### config.mk
export PLATFORM = sky130hd
export DESIGN_NAME = lvi_level_irq
export DESIGN_NICKNAME = d
export VERILOG_FILES = /design/src/inc/lvi_pkg.sv /design/src/rtl/lvi_level_irq.sv /design/src/rtl/lvi_vector_rom.sv
export SDC_FILE = /design/constraint.sdc
export NUM_CORES = 2
export LEC_CHECK = 0
export BUFFER_PORTS_ARGS = -buffer_cell sky130_fd_sc_hd__buf_2
export CAP_MARGIN = 20
export CELL_PAD_IN_SITES_DETAIL_PLACEMENT = 1
export CELL_PAD_IN_SITES_GLOBAL_PLACEMENT = 2
export CORE_MARGIN = 2
export CORE_UTILIZATION = 50
export DETAILED_ROUTE_END_ITERATION = 7
export PLACE_DENSITY = 0.86
export SLEW_MARGIN = 20
export SYNTH_ARGS = -nofsm -noshare
export SYNTH_HDL_FRONTEND = slang
export SYNTH_SLANG_ARGS = --single-unit
### constraint.sdc
create_clock -name sys_clk -period 12.74 [get_ports sys_clk]
set_clock_uncertainty 0.15 [all_clocks]
set_input_delay 1.274 -clock sys_clk [delete_from_list [all_inputs] [get_ports sys_clk]]
set_output_delay 1.274 -clock sys_clk [all_outputs]
set_load 0.05 [all_outputs]
### src/inc/lvi_pkg.sv
// package: constants, source map and priority decode for the level interrupt
// ----------------------------------------------------------------------------
// How it works
// RULE1: eight request levels, every source on one
// RULE2: several vectors per level, fixed hardware order
// RULE3: level order comes only from priority register
// RULE4: same level contention grants lowest vector address
// RULE5: smaller priority value means higher priority
// RULE6: grant disables interrupts, pushes pc and flags
// RULE7: target is vector byte then next byte
// RULE8: vectors live in rom bytes 00 to FF
// RULE9: execution starts at 0100 after reset
// RULE10: ten sources, each with its own vector
// RULE11: level 0 timer overflow E0 above capture E2
// RULE12: level 1 interval E4, level 2 E6 E8
// RULE13: level 3 serial EA, levels 4-6 pins
// RULE14: level 7 slave serial F2, optional variant
// RULE15: hardware clears first four sources at entry
// RULE16: software clears the remaining pending bits itself
// RULE17: mask bit set enables level, clear masks
// RULE18: mode bit 0 global enable, reset clears
// RULE19: three groups ordered by priority bits 7,4,1
// RULE20: eligible needs pending, mask set, global enable
// ----------------------------------------------------------------------------
package lvi_pkg;

  // ----------------------------------------------------------------------------
  // sizes and fixed addresses
  // ----------------------------------------------------------------------------
  localparam int          NUM_LEVELS   = 8;  // RULE1
  localparam int          NUM_SOURCES  = 10; // RULE10
  localparam int          NUM_HW_CLR   = 4;  // sources 0..3 cleared by hardware
  localparam logic [7:0]  VEC_BASE     = 8'hE0;
  localparam logic [7:0]  VEC_STEP     = 8'h02;
  localparam logic [15:0] RESET_PC     = 16'h0100; // RULE9
  localparam int          ROM_DEPTH    = 256;      // RULE8
  localparam int          AXI_AW       = 12;

  // ----------------------------------------------------------------------------
  // register map (byte addresses)
  // ----------------------------------------------------------------------------
  localparam logic [11:0] OFS_MASK     = 12'h000;
  localparam logic [11:0] OFS_PRIO     = 12'h004;
  localparam logic [11:0] OFS_MODE     = 12'h008;
  localparam logic [11:0] OFS_PEND     = 12'h00C;
  localparam logic [11:0] OFS_LVLREQ   = 12'h010;
  localparam logic [11:0] OFS_STATUS   = 12'h014;
  localparam logic [11:0] OFS_ROM_BASE = 12'h400; // byte n at base + 4*n
  localparam logic [1:0]  RESP_OKAY    = 2'h0;
  localparam logic [1:0]  RESP_SLVERR  = 2'h2;

  localparam logic [7:0]  MODE_RST     = 8'h00;  // RULE18
  localparam logic [7:0]  MASK_RST     = 8'h00;
  localparam logic [7:0]  PRIO_RST     = 8'h00;
  localparam int          MODE_GIE_BIT = 0;

  // ----------------------------------------------------------------------------
  // source to level map: 0 tm0 ovf, 1 tm0 cap, 2 interval, 3 cnt ovf,
  // 4 cnt cap, 5 multi-master bus, 6..8 pins a..c, 9 slave bus
  // ----------------------------------------------------------------------------
  localparam logic [29:0] SRC_LEVEL = {3'h7, 3'h6, 3'h5, 3'h4, 3'h3,
                                       3'h2, 3'h2, 3'h1, 3'h0, 3'h0};
  // RULE11 RULE12 RULE13 RULE14

  typedef enum {ST_IDLE, ST_PUSH, ST_FETCH_A, ST_FETCH_B, ST_FETCH_C}
    lvi_state_type;

  // vector address of a source, lowest index has the lowest address
  function automatic logic [7:0] lvi_vec_of(input int src);
    lvi_vec_of = VEC_BASE + VEC_STEP * src[7:0]; // RULE10
  endfunction

  // level of a source
  function automatic logic [2:0] lvi_level_of(input int src);
    lvi_level_of = SRC_LEVEL[src*3 +: 3];
  endfunction

  // rank of a level under a priority setting, 0 is served first
  function automatic logic [3:0] lvi_rank(input logic [2:0] lvl,
                                          input logic [7:0] prio);
    logic [1:0] ga;
    logic [1:0] gb;
    logic [1:0] gc;
    logic [1:0] sub;
    logic [1:0] grp;
    ga  = 2'h0;
    gb  = 2'h1;
    gc  = 2'h2;
    sub = 2'h0;
    grp = 2'h0;
    case ({prio[7], prio[4], prio[1]}) // RULE19
      3'h1:    begin gb = 2'h0; gc = 2'h1; ga = 2'h2; end
      3'h3:    begin gb = 2'h0; ga = 2'h1; gc = 2'h2; end
      3'h4:    begin gc = 2'h0; ga = 2'h1; gb = 2'h2; end
      3'h5:    begin gc = 2'h0; gb = 2'h1; ga = 2'h2; end
      3'h6:    begin ga = 2'h0; gc = 2'h1; gb = 2'h2; end
      default: begin ga = 2'h0; gb = 2'h1; gc = 2'h2; end
    endcase
    case (lvl) // RULE3
      3'h0: begin grp = ga; sub = {1'b0, prio[0]}; end
      3'h1: begin grp = ga; sub = {1'b0, ~prio[0]}; end
      3'h2: begin grp = gb; sub = prio[2] ? 2'h2 : 2'h0; end
      3'h3: begin grp = gb; sub = {1'b0, prio[3]} + {1'b0, ~prio[2]}; end
      3'h4: begin grp = gb; sub = {1'b0, ~prio[3]} + {1'b0, ~prio[2]}; end
      3'h5: begin grp = gc; sub = prio[5] ? 2'h2 : 2'h0; end
      3'h6: begin grp = gc; sub = {1'b0, prio[6]} + {1'b0, ~prio[5]}; end
      default: begin grp = gc; sub = {1'b0, ~prio[6]} + {1'b0, ~prio[5]}; end
    endcase
    lvi_rank = {grp, 2'h0} - {2'h0, grp} + {2'h0, sub}; // RULE5
  endfunction

endpackage

### src/rtl/lvi_level_irq.sv
// level vectored interrupt controller with axi4-lite registers
`timescale 1ns/100ps

module lvi_level_irq #(
  parameter bit HAS_SLAVE_BUS = 1'b1
) (
  input  wire logic        sys_clk,
  input  wire logic        rst_n,
  // axi4-lite slave
  input  wire logic [11:0] s_axi_awaddr,
  input  wire logic        s_axi_awvalid,
  output logic             s_axi_awready,
  input  wire logic [31:0] s_axi_wdata,
  input  wire logic [3:0]  s_axi_wstrb,
  input  wire logic        s_axi_wvalid,
  output logic             s_axi_wready,
  output logic [1:0]       s_axi_bresp,
  output logic             s_axi_bvalid,
  input  wire logic        s_axi_bready,
  input  wire logic [11:0] s_axi_araddr,
  input  wire logic        s_axi_arvalid,
  output logic             s_axi_arready,
  output logic [31:0]      s_axi_rdata,
  output logic [1:0]       s_axi_rresp,
  output logic             s_axi_rvalid,
  input  wire logic        s_axi_rready,
  // peripheral events, same clock, one-cycle pulses
  input  wire logic        tm0_ovf_evt,
  input  wire logic        tm0_cap_evt,
  input  wire logic        interval_evt,
  input  wire logic        cnt_ovf_evt,
  input  wire logic        cnt_cap_evt,
  input  wire logic        mm_bus_evt,
  input  wire logic        slave_bus_evt,
  // asynchronous external pins, rising edge requests
  input  wire logic        ext_pin_irq_a,
  input  wire logic        ext_pin_irq_b,
  input  wire logic        ext_pin_irq_c,
  // cpu core side
  input  wire logic        global_irq_on_instr,
  input  wire logic        global_irq_off_instr,
  input  wire logic        cpu_irq_accept,
  input  wire logic        cpu_push_done,
  output logic             irq_req_r,
  output logic             stack_push_r,
  output logic             svc_valid_r,
  output logic [15:0]      svc_addr_r,
  output logic [2:0]       grant_level_r,
  output logic [15:0]      reset_pc_r
);
  localparam int NS = lvi_pkg::NUM_SOURCES;
  localparam int NL = lvi_pkg::NUM_LEVELS;

  logic [7:0]    level_mask_reg;
  logic [7:0]    level_priority_reg;
  logic [7:0]    system_mode_reg;
  logic [NS-1:0] pend_r;
  logic [2:0]    pin_s1_r;
  logic [2:0]    pin_s2_r;
  logic [2:0]    pin_s3_r;
  logic [NS-1:0] src_evt;
  logic [NS-1:0] hw_clr;
  logic [NS-1:0] sw_clr;
  logic [NL-1:0] lvl_pend;
  logic [NL-1:0] lvl_elig;
  logic          any_elig;
  logic [2:0]    win_lvl;
  logic [3:0]    win_src;
  logic [3:0]    win_rank;
  logic [3:0]    gnt_src_r;
  logic [7:0]    rom_rd_addr_r;
  logic [7:0]    rom_rd_data;
  logic [7:0]    vec_hi_r;
  logic          rom_wr_en;
  logic          gnt_entry;
  lvi_pkg::lvi_state_type state_r;
  // axi holding registers
  logic [11:0]   aw_addr_q;
  logic [31:0]   w_data_q;
  logic [3:0]    w_strb_q;
  logic          wr_fire;
  logic          ofs_rom_w;
  logic          ofs_rom_r;
  logic [11:0]   rom_ofs_w;
  logic [31:0]   rd_word;
  logic          rd_hit;

  // ----------------------------------------------------------------------------
  // pin synchronisers and source events
  // ----------------------------------------------------------------------------
  // pins are asynchronous; edge detect reads only the second and third stage
  always_ff @(posedge sys_clk or negedge rst_n) begin
    if (!rst_n) begin
      pin_s1_r <= 3'h0;
      pin_s2_r <= 3'h0;
      pin_s3_r <= 3'h0;
    end else begin
      pin_s1_r <= {ext_pin_irq_c, ext_pin_irq_b, ext_pin_irq_a};
      pin_s2_r <= pin_s1_r;
      pin_s3_r <= pin_s2_r;
    end
  end

  // source order equals vector order, index 0 holds the lowest vector
  assign src_evt = {slave_bus_evt & HAS_SLAVE_BUS,       // RULE14
                    pin_s2_r & ~pin_s3_r, mm_bus_evt,
                    cnt_cap_evt, cnt_ovf_evt, interval_evt,
                    tm0_cap_evt, tm0_ovf_evt};           // RULE10

  // ----------------------------------------------------------------------------
  // pending bits
  // ----------------------------------------------------------------------------
  // a new event wins over any clear arriving in the same cycle
  always_ff @(posedge sys_clk or negedge rst_n) begin
    if (!rst_n) begin
      pend_r <= '0;
    end else begin
      pend_r <= (pend_r & ~hw_clr & ~sw_clr) | src_evt;
    end
  end

  // hardware clears only the first sources, the rest wait for software
  generate
    for (genvar i = 0; i < NS; i++) begin : g_clr
      if (i < lvi_pkg::NUM_HW_CLR) begin : g_hw
        assign hw_clr[i] = gnt_entry && (win_src == 4'(i)); // RULE15
      end else begin : g_sw
        assign hw_clr[i] = 1'b0; // RULE16
      end
      assign sw_clr[i] = wr_fire && (aw_addr_q == lvi_pkg::OFS_PEND)
                         && w_data_q[i];
    end
  endgenerate

  // ----------------------------------------------------------------------------
  // level requests and arbitration
  // ----------------------------------------------------------------------------
  // fold source pending bits onto their levels, then gate them
  always_comb begin
    lvl_pend = '0;
    for (int i = 0; i < NS; i++) begin
      if (pend_r[i]) begin
        lvl_pend[lvi_pkg::lvi_level_of(i)] = 1'b1; // RULE1
      end
    end
    lvl_elig = lvl_pend & level_mask_reg
               & {NL{system_mode_reg[lvi_pkg::MODE_GIE_BIT]}}; // RULE17 RULE20
  end

  // level order from the priority setting only, numbers are just names
  always_comb begin
    any_elig = 1'b0;
    win_lvl  = 3'h0;
    win_rank = 4'hF;
    for (int l = 0; l < NL; l++) begin
      if (lvl_elig[l] &&
          lvi_pkg::lvi_rank(3'(l), level_priority_reg) < win_rank) begin
        win_rank = lvi_pkg::lvi_rank(3'(l), level_priority_reg); // RULE3 RULE5
        win_lvl  = 3'(l);
        any_elig = 1'b1;
      end
    end
  end

  // inside a level the lowest vector wins: scan down so index 0 lands last
  always_comb begin
    win_src = 4'h0;
    for (int i = NS - 1; i >= 0; i--) begin
      if (pend_r[i] && lvi_pkg::lvi_level_of(i) == win_lvl) begin
        win_src = 4'(i); // RULE2 RULE4
      end
    end
  end

  // ----------------------------------------------------------------------------
  // grant sequence
  // ----------------------------------------------------------------------------
  assign gnt_entry = (state_r == lvi_pkg::ST_IDLE) && any_elig
                     && cpu_irq_accept;

  // push, then two vector bytes: high byte first, next byte low
  always_ff @(posedge sys_clk or negedge rst_n) begin
    if (!rst_n) begin
      state_r       <= lvi_pkg::ST_IDLE;
      gnt_src_r     <= 4'h0;
      grant_level_r <= 3'h0;
      stack_push_r  <= 1'b0;
      svc_valid_r   <= 1'b0;
      svc_addr_r    <= lvi_pkg::RESET_PC;
      rom_rd_addr_r <= 8'h00;
      vec_hi_r      <= 8'h00;
    end else begin
      svc_valid_r <= 1'b0;
      case (state_r)
        lvi_pkg::ST_IDLE: begin
          if (gnt_entry) begin
            gnt_src_r     <= win_src;
            grant_level_r <= win_lvl;
            stack_push_r  <= 1'b1; // RULE6
            state_r       <= lvi_pkg::ST_PUSH;
          end
        end
        lvi_pkg::ST_PUSH: begin
          if (cpu_push_done) begin
            stack_push_r  <= 1'b0;
            rom_rd_addr_r <= lvi_pkg::lvi_vec_of(int'(gnt_src_r)); // RULE7
            state_r       <= lvi_pkg::ST_FETCH_A;
          end
        end
        lvi_pkg::ST_FETCH_A: begin
          rom_rd_addr_r <= rom_rd_addr_r + 8'h01;
          state_r       <= lvi_pkg::ST_FETCH_B;
        end
        lvi_pkg::ST_FETCH_B: begin
          vec_hi_r <= rom_rd_data;
          state_r  <= lvi_pkg::ST_FETCH_C;
        end
        lvi_pkg::ST_FETCH_C: begin
          svc_addr_r  <= {vec_hi_r, rom_rd_data}; // RULE7
          svc_valid_r <= 1'b1;
          state_r     <= lvi_pkg::ST_IDLE;
        end
        default: state_r <= lvi_pkg::ST_IDLE;
      endcase
    end
  end

  // request line and reset entry point for the core
  always_ff @(posedge sys_clk or negedge rst_n) begin
    if (!rst_n) begin
      irq_req_r  <= 1'b0;
      reset_pc_r <= lvi_pkg::RESET_PC; // RULE9
    end else begin
      irq_req_r  <= any_elig && (state_r == lvi_pkg::ST_IDLE) && !gnt_entry;
      reset_pc_r <= lvi_pkg::RESET_PC;
    end
  end

  // ----------------------------------------------------------------------------
  // control registers
  // ----------------------------------------------------------------------------
  // enable instruction wins over grant clear; grant clear over software write
  always_ff @(posedge sys_clk or negedge rst_n) begin
    if (!rst_n) begin
      system_mode_reg <= lvi_pkg::MODE_RST; // RULE18
    end else begin
      if (wr_fire && aw_addr_q == lvi_pkg::OFS_MODE && w_strb_q[0]) begin
        system_mode_reg <= w_data_q[7:0];
      end
      if (gnt_entry || global_irq_off_instr) begin
        system_mode_reg[lvi_pkg::MODE_GIE_BIT] <= 1'b0; // RULE6 RULE18
      end
      if (global_irq_on_instr) begin
        system_mode_reg[lvi_pkg::MODE_GIE_BIT] <= 1'b1; // RULE18
      end
    end
  end

  // mask and priority only change under software control
  always_ff @(posedge sys_clk or negedge rst_n) begin
    if (!rst_n) begin
      level_mask_reg     <= lvi_pkg::MASK_RST;
      level_priority_reg <= lvi_pkg::PRIO_RST;
    end else if (wr_fire && w_strb_q[0]) begin
      if (aw_addr_q == lvi_pkg::OFS_MASK) begin
        level_mask_reg <= w_data_q[7:0]; // RULE17
      end
      if (aw_addr_q == lvi_pkg::OFS_PRIO) begin
        level_priority_reg <= w_data_q[7:0]; // RULE19
      end
    end
  end

  // ----------------------------------------------------------------------------
  // axi4-lite write channel
  // ----------------------------------------------------------------------------
  assign wr_fire   = !s_axi_awready && !s_axi_wready && !s_axi_bvalid;
  assign rom_ofs_w = aw_addr_q - lvi_pkg::OFS_ROM_BASE;
  assign ofs_rom_w = aw_addr_q >= lvi_pkg::OFS_ROM_BASE;
  assign rom_wr_en = wr_fire && ofs_rom_w && w_strb_q[0];

  // address and data are held apart until both have arrived
  always_ff @(posedge sys_clk or negedge rst_n) begin
    if (!rst_n) begin
      s_axi_awready <= 1'b1;
      s_axi_wready  <= 1'b1;
      s_axi_bvalid  <= 1'b0;
      s_axi_bresp   <= lvi_pkg::RESP_OKAY;
      aw_addr_q     <= 12'h000;
      w_data_q      <= 32'h0000_0000;
      w_strb_q      <= 4'h0;
    end else begin
      if (s_axi_awvalid && s_axi_awready) begin
        aw_addr_q     <= s_axi_awaddr;
        s_axi_awready <= 1'b0;
      end
      if (s_axi_wvalid && s_axi_wready) begin
        w_data_q     <= s_axi_wdata;
        w_strb_q     <= s_axi_wstrb;
        s_axi_wready <= 1'b0;
      end
      if (wr_fire) begin
        s_axi_bvalid <= 1'b1;
        s_axi_bresp  <= (ofs_rom_w || aw_addr_q == lvi_pkg::OFS_MASK ||
                         aw_addr_q == lvi_pkg::OFS_PRIO ||
                         aw_addr_q == lvi_pkg::OFS_MODE ||
                         aw_addr_q == lvi_pkg::OFS_PEND) ?
                        lvi_pkg::RESP_OKAY : lvi_pkg::RESP_SLVERR;
      end
      if (s_axi_bvalid && s_axi_bready) begin
        s_axi_bvalid  <= 1'b0;
        s_axi_awready <= 1'b1;
        s_axi_wready  <= 1'b1;
      end
    end
  end

  // ----------------------------------------------------------------------------
  // axi4-lite read channel
  // ----------------------------------------------------------------------------
  // vector bytes are write only: the single read port belongs to the grant
  assign ofs_rom_r = s_axi_araddr >= lvi_pkg::OFS_ROM_BASE;
  always_comb begin
    rd_word = 32'h0000_0000;
    rd_hit  = 1'b1;
    case (s_axi_araddr)
      lvi_pkg::OFS_MASK:   rd_word[7:0]    = level_mask_reg;
      lvi_pkg::OFS_PRIO:   rd_word[7:0]    = level_priority_reg;
      lvi_pkg::OFS_MODE:   rd_word[7:0]    = system_mode_reg;
      lvi_pkg::OFS_PEND:   rd_word[NS-1:0] = pend_r;
      lvi_pkg::OFS_LVLREQ: rd_word[NL-1:0] = lvl_pend;
      lvi_pkg::OFS_STATUS: rd_word[7:0]    = {state_r != lvi_pkg::ST_IDLE,
                                              grant_level_r, gnt_src_r};
      default:             rd_hit          = ofs_rom_r;
    endcase
  end

  always_ff @(posedge sys_clk or negedge rst_n) begin
    if (!rst_n) begin
      s_axi_arready <= 1'b1;
      s_axi_rvalid  <= 1'b0;
      s_axi_rdata   <= 32'h0000_0000;
      s_axi_rresp   <= lvi_pkg::RESP_OKAY;
    end else begin
      if (s_axi_arvalid && s_axi_arready) begin
        s_axi_arready <= 1'b0;
        s_axi_rvalid  <= 1'b1;
        s_axi_rdata   <= rd_word;
        s_axi_rresp   <= rd_hit ? lvi_pkg::RESP_OKAY : lvi_pkg::RESP_SLVERR;
      end
      if (s_axi_rvalid && s_axi_rready) begin
        s_axi_rvalid  <= 1'b0;
        s_axi_arready <= 1'b1;
      end
    end
  end

  // ----------------------------------------------------------------------------
  // vector memory
  // ----------------------------------------------------------------------------
  lvi_vector_rom #(
    .DEPTH (lvi_pkg::ROM_DEPTH),
    .AW    (8)
  ) u_rom (
    .sys_clk   (sys_clk),
    .wr_en     (rom_wr_en),
    .wr_addr   (rom_ofs_w[9:2]),
    .wr_data   (w_data_q[7:0]),
    .rd_addr   (rom_rd_addr_r),
    .rd_data_r (rom_rd_data)
  );
endmodule // lvi_level_irq

### src/rtl/lvi_vector_rom.sv
// vector area byte store with a registered read port
`timescale 1ns/100ps

// ----------------------------------------------------------------------------
// vector byte memory
// ----------------------------------------------------------------------------
module lvi_vector_rom #(
  parameter int DEPTH = 256,
  parameter int AW    = 8
) (
  input  wire logic          sys_clk,
  input  wire logic          wr_en,
  input  wire logic [AW-1:0] wr_addr,
  input  wire logic [7:0]    wr_data,
  input  wire logic [AW-1:0] rd_addr,
  output logic      [7:0]    rd_data_r
);
  logic [7:0] mem [DEPTH];

  // contents are loaded by software, so no reset: rom-like storage
  always_ff @(posedge sys_clk) begin
    if (wr_en) begin
      mem[wr_addr] <= wr_data; // RULE8
    end
    rd_data_r <= mem[rd_addr];
  end
endmodule // lvi_vector_rom

==> results.txt <==
The placed instances occupy a cell area of 90000 µm². The starting DRC count in detailed routing is 5018. Counting flops per register, the top entry is u_rom.mem. For the number of nets at the end of the flow, the log shows 4313.

Routability-driven placement finished with a final weighted congestion of 0.855. The source-to-sink clock delay at the later pin of the worst-skew pair came out at 0.85 ns. TritonCTS built the clock tree. Summed over all cells, the static leakage comes to 30.4 nW. The number of different library cells in the post-synthesis netlist is 91.

In this run the mean area of a mapped cell was 21.5 µm². The total routing usage reported by global routing is 25.3%. For the initial antenna violation count, the log shows 10.

The post-route netlist has 28.7% of its cells at a drive strength greater than 1. Maximum level of the CTS H-tree: 4. The busiest layer in global routing is met2. For the number of setup violations in the final report, the log shows 0.

The clock drives 2184 sinks. The number of flops mapped to enable cells by yosys is 2048. The overflow left after global routing was 0.

The worst min-delay path category was reg2reg. For this run, the number of Yosys warnings is 0. The area added between synthesis and finish is 11.0%, and the worst path required time is 13.30 ns. For this run, the share of the core covered by cells in the final layout is 56.0%. The time the final worst path needs with I/O delays and setup came out at 11.96 ns. By count the netlist is led by sky130_fd_sc_hd__edfxtp_1 (2048), sky130_fd_sc_hd__mux4_2 (680), sky130_fd_sc_hd__nor2_1 (303). Detailed routing inserted a total of 42200 vias. For the post-detailed-placement half-perimeter wirelength, the log shows 131 mm. The max-cap check violation count came out at 0. Ranked by total cell area, the synthesized netlist is headed by sky130_fd_sc_hd__edfxtp_1 (71%), sky130_fd_sc_hd__mux4_2 (18%), sky130_fd_sc_hd__dfrtp_1 (3.6%).

The run gives 12.51 ns as the data arrival time of the critical path. The total negative setup slack was 0 ns; the delay of the slowest critical-path stage was 0.56 ns. The critical register-to-register path startpoint was level_priority_reg[4].

The tightest hold path in the finished design has a slack of 0.197 ns. The worst-case vdd ir drop came out at 0.237 mV. For the core area, the log shows 172000 µm². In the routed design, unresolved DRC markers number 0. The height of the die works out to 421 µm.

The finished cells cover 96400 µm². The slew at the pin closest to its max-slew limit was 1.13 ns. The aggregate routed wire length is 220 mm. Clock-pin slew was measured on the worst setup and hold paths at 0.06 ns. The number of hold buffers added after CTS was 0.

In the final layout, the registers with the most flip-flops are u_rom.mem x2048, svc_addr_r x16, aw_addr_q x12. By instance count, the cell type seen most on the critical path is sky130_fd_sc_hd__ha_1. For this run, the leading register cell type out of synthesis is sky130_fd_sc_hd__edfxtp_1. For the via count of the first global-routing pass, the log shows 44000. For the maximum root-to-sink buffer count, the log shows 3.

The class of the most critical setup path was reg2reg. The nature of the critical path startpoint is a flop. In this run the horizontal extent of the chip is 421 µm. The number of buffers added by the clock tree synthesis step was 204; the area of the mapped netlist was 86900 µm². The number of max-slew violations in the final report came out at 0. For the top achievable clock speed, the log shows 0.0836 GHz. The worst path uses 93.8% of the clock period. Counting both buffers and inverters, the worst setup path holds a total of 0. For the initial core utilization, the log shows 50.5%. Counting flops and latches in the post-synthesis netlist gives 2184. The tools report the final count of hold timing violations as 0. For the number of primary I/O pins, the log shows 160. The overall power of the completed layout came out at 21.2 mW.

The overall die area is 177000 µm². The number of buffer cells added on primary ports came out at 94. sky130_fd_sc_hd__edfxtp_1 is the most common cell in the netlist.

Cell at the slowest stage of the critical path: sky130_fd_sc_hd__or4_4. The first global-routing pass estimated 320 mm of wire. For this run, global-route usage on met1 was measured as 34.6%. The cell area power density works out to 220 nW/µm². The logs give 152 for the site row count and 74.7% for the sequential share of the synthesized area.

The synthesized design devotes to its leading area cell type 70.8% of total area. Setup repair after global routing left no endpoint under its margin. Worst slew margin relative to its limit: 24.4%. The flip-flop count of the largest register after layout was 2048.

The number of search-and-repair iterations in the first detailed-routing pass was 8. The async set or reset register ratio after synthesis came out at 5.86%. Tracing the worst setup path back leads to its startpoint at level_priority_reg[4]. The largest total area in the synthesized netlist belongs to sky130_fd_sc_hd__edfxtp_1.

The ratio of routed vias to standard cells was 6.33; the post-detailed-route wirelength per cell was 33.1 µm. The largest delay contributor family on the critical path was compound AO/OA/AOI/OAI gates. Entering global routing, the biggest net connects 132 pins. Nature of the critical path endpoint: a flop. The tools report the cell at the root of the clock tree as sky130_fd_sc_hd__clkbuf_16. Met2 capacity usage during global routing: 41.7%. The detail route stage leaves a number of antenna-violating nets equal to 0. The flow ran to the end, and the final reports show no timing, DRC or antenna violations. For this run, global-route usage on met3 was measured as 4.06%.

Along the worst path, the maximum fanout reaches 14. For the number of cells produced by synthesis, the log shows 4032. In this run the most critical hold path is launched from pin_s1_r[1].
-- layer usage --
metal | vias up | part of all wire, %
li1 | 17000 | -
met1 | 22800 | 38
met2 | 2063 | 51
met3 | 371 | 7.5
met4 | 6 | 3.5
met5 | - | 0.017
-- per-stage QoR --
step,std cells,setup WS (ns)
CTS,6658,0.306
finish,6665,0.785
floorplan,4070,2.57
global placement,6285,0.616
detailed placement,6285,0.350
global route,6662,0.00900
-- layout make-up --
cell class	instances	area, µm²
Fill cell	14600	75700
Sequential cell	2184	64900
Multi-Input combinational cell	1579	20900
Clock buffer	281	5510
Tap cell	2310	2890
Timing Repair Buffer	165	1140
Clock inverter	92	831
Inverter	50	188
Antenna cell	4	10.0
-- power breakdown --
| group | leakage, nW | total (mW) | internal [mW] | switching, mW |
|---|---|---|---|---|
| combinational | 7.23 | 5.76 | 2.24 | 3.51 |
| clock | 3.07 | 5.86 | 3.20 | 2.66 |
| sequential | 20.1 | 9.57 | 9.03 | 0.541 |
-- cells in the final DEF (no fill, tap or decap), types with 7 or more instances in the layout --
cell,instances
sky130_fd_sc_hd__o211ai_1,7
sky130_fd_sc_hd__buf_2,93
sky130_fd_sc_hd__xnor2_1,10
sky130_fd_sc_hd__clkinv_2,22
sky130_fd_sc_hd__mux2_2,67
sky130_fd_sc_hd__dfrtp_4,12
sky130_fd_sc_hd__nand3_2,7
sky130_fd_sc_hd__and2_1,7
sky130_fd_sc_hd__clkbuf_16,206
sky130_fd_sc_hd__a211oi_1,7
sky130_fd_sc_hd__nand2b_1,9
sky130_fd_sc_hd__buf_4,56
sky130_fd_sc_hd__dfxtp_1,8
sky130_fd_sc_hd__clkbuf_8,7
sky130_fd_sc_hd__o22ai_1,7
sky130_fd_sc_hd__mux2i_1,24
sky130_fd_sc_hd__and3_1,9
sky130_fd_sc_hd__nor2b_1,15
sky130_fd_sc_hd__buf_6,8
sky130_fd_sc_hd__nor2_1,303
sky130_fd_sc_hd__mux4_2,680
sky130_fd_sc_hd__nand2_2,10
sky130_fd_sc_hd__ha_1,40
sky130_fd_sc_hd__clkbuf_1,68
sky130_fd_sc_hd__dfrtp_1,108
sky130_fd_sc_hd__edfxtp_1,2048
sky130_fd_sc_hd__bufinv_16,8
sky130_fd_sc_hd__o21ai_0,35
sky130_fd_sc_hd__nand3_1,20
sky130_fd_sc_hd__nand2_1,95
sky130_fd_sc_hd__a31oi_1,11
sky130_fd_sc_hd__inv_1,46
sky130_fd_sc_hd__buf_12,7
sky130_fd_sc_hd__fa_1,8
sky130_fd_sc_hd__nor3_1,18
sky130_fd_sc_hd__a21oi_1,33
sky130_fd_sc_hd__clkinv_1,42
sky130_fd_sc_hd__conb_1,40
-- cell families after synthesis --
group / after synthesis / synth area share [%]
AO/OA/AOI/OAI: 171 / 1.39
XOR/XNOR: 10 / 0.101
adder cells (fa/ha/maj): 48 / 0.761
buffers and inverters: 307 / 1.52
flip-flops: 2184 / 74.7
multiplexers: 772 / 18.8
other: 2 / 0.00865
AND/OR/NAND/NOR: 538 / 2.76
-- repair_timing --
| item | in CTS | in global routing |
|---|---|---|
| buffers inserted | 0 | 2 |
| resized for setup | 0 | 7 |
| endpoints found under the setup margin | 0 | 14 |
-- final timing paths --
check                              end  slack (ns)  depth (start not counted)
min                        pin_s2_r[1]        0.20                          0
max                          pend_r[0]        0.78                         51
max in group asynchronous  w_data_q[0]       10.81                          2
min reg2reg                pin_s2_r[1]        0.20                          0
min in group asynchronous   state_r[2]        0.28                          1
max reg2reg                  pend_r[0]        0.78                         51
Power figures use the tool's default switching activity.
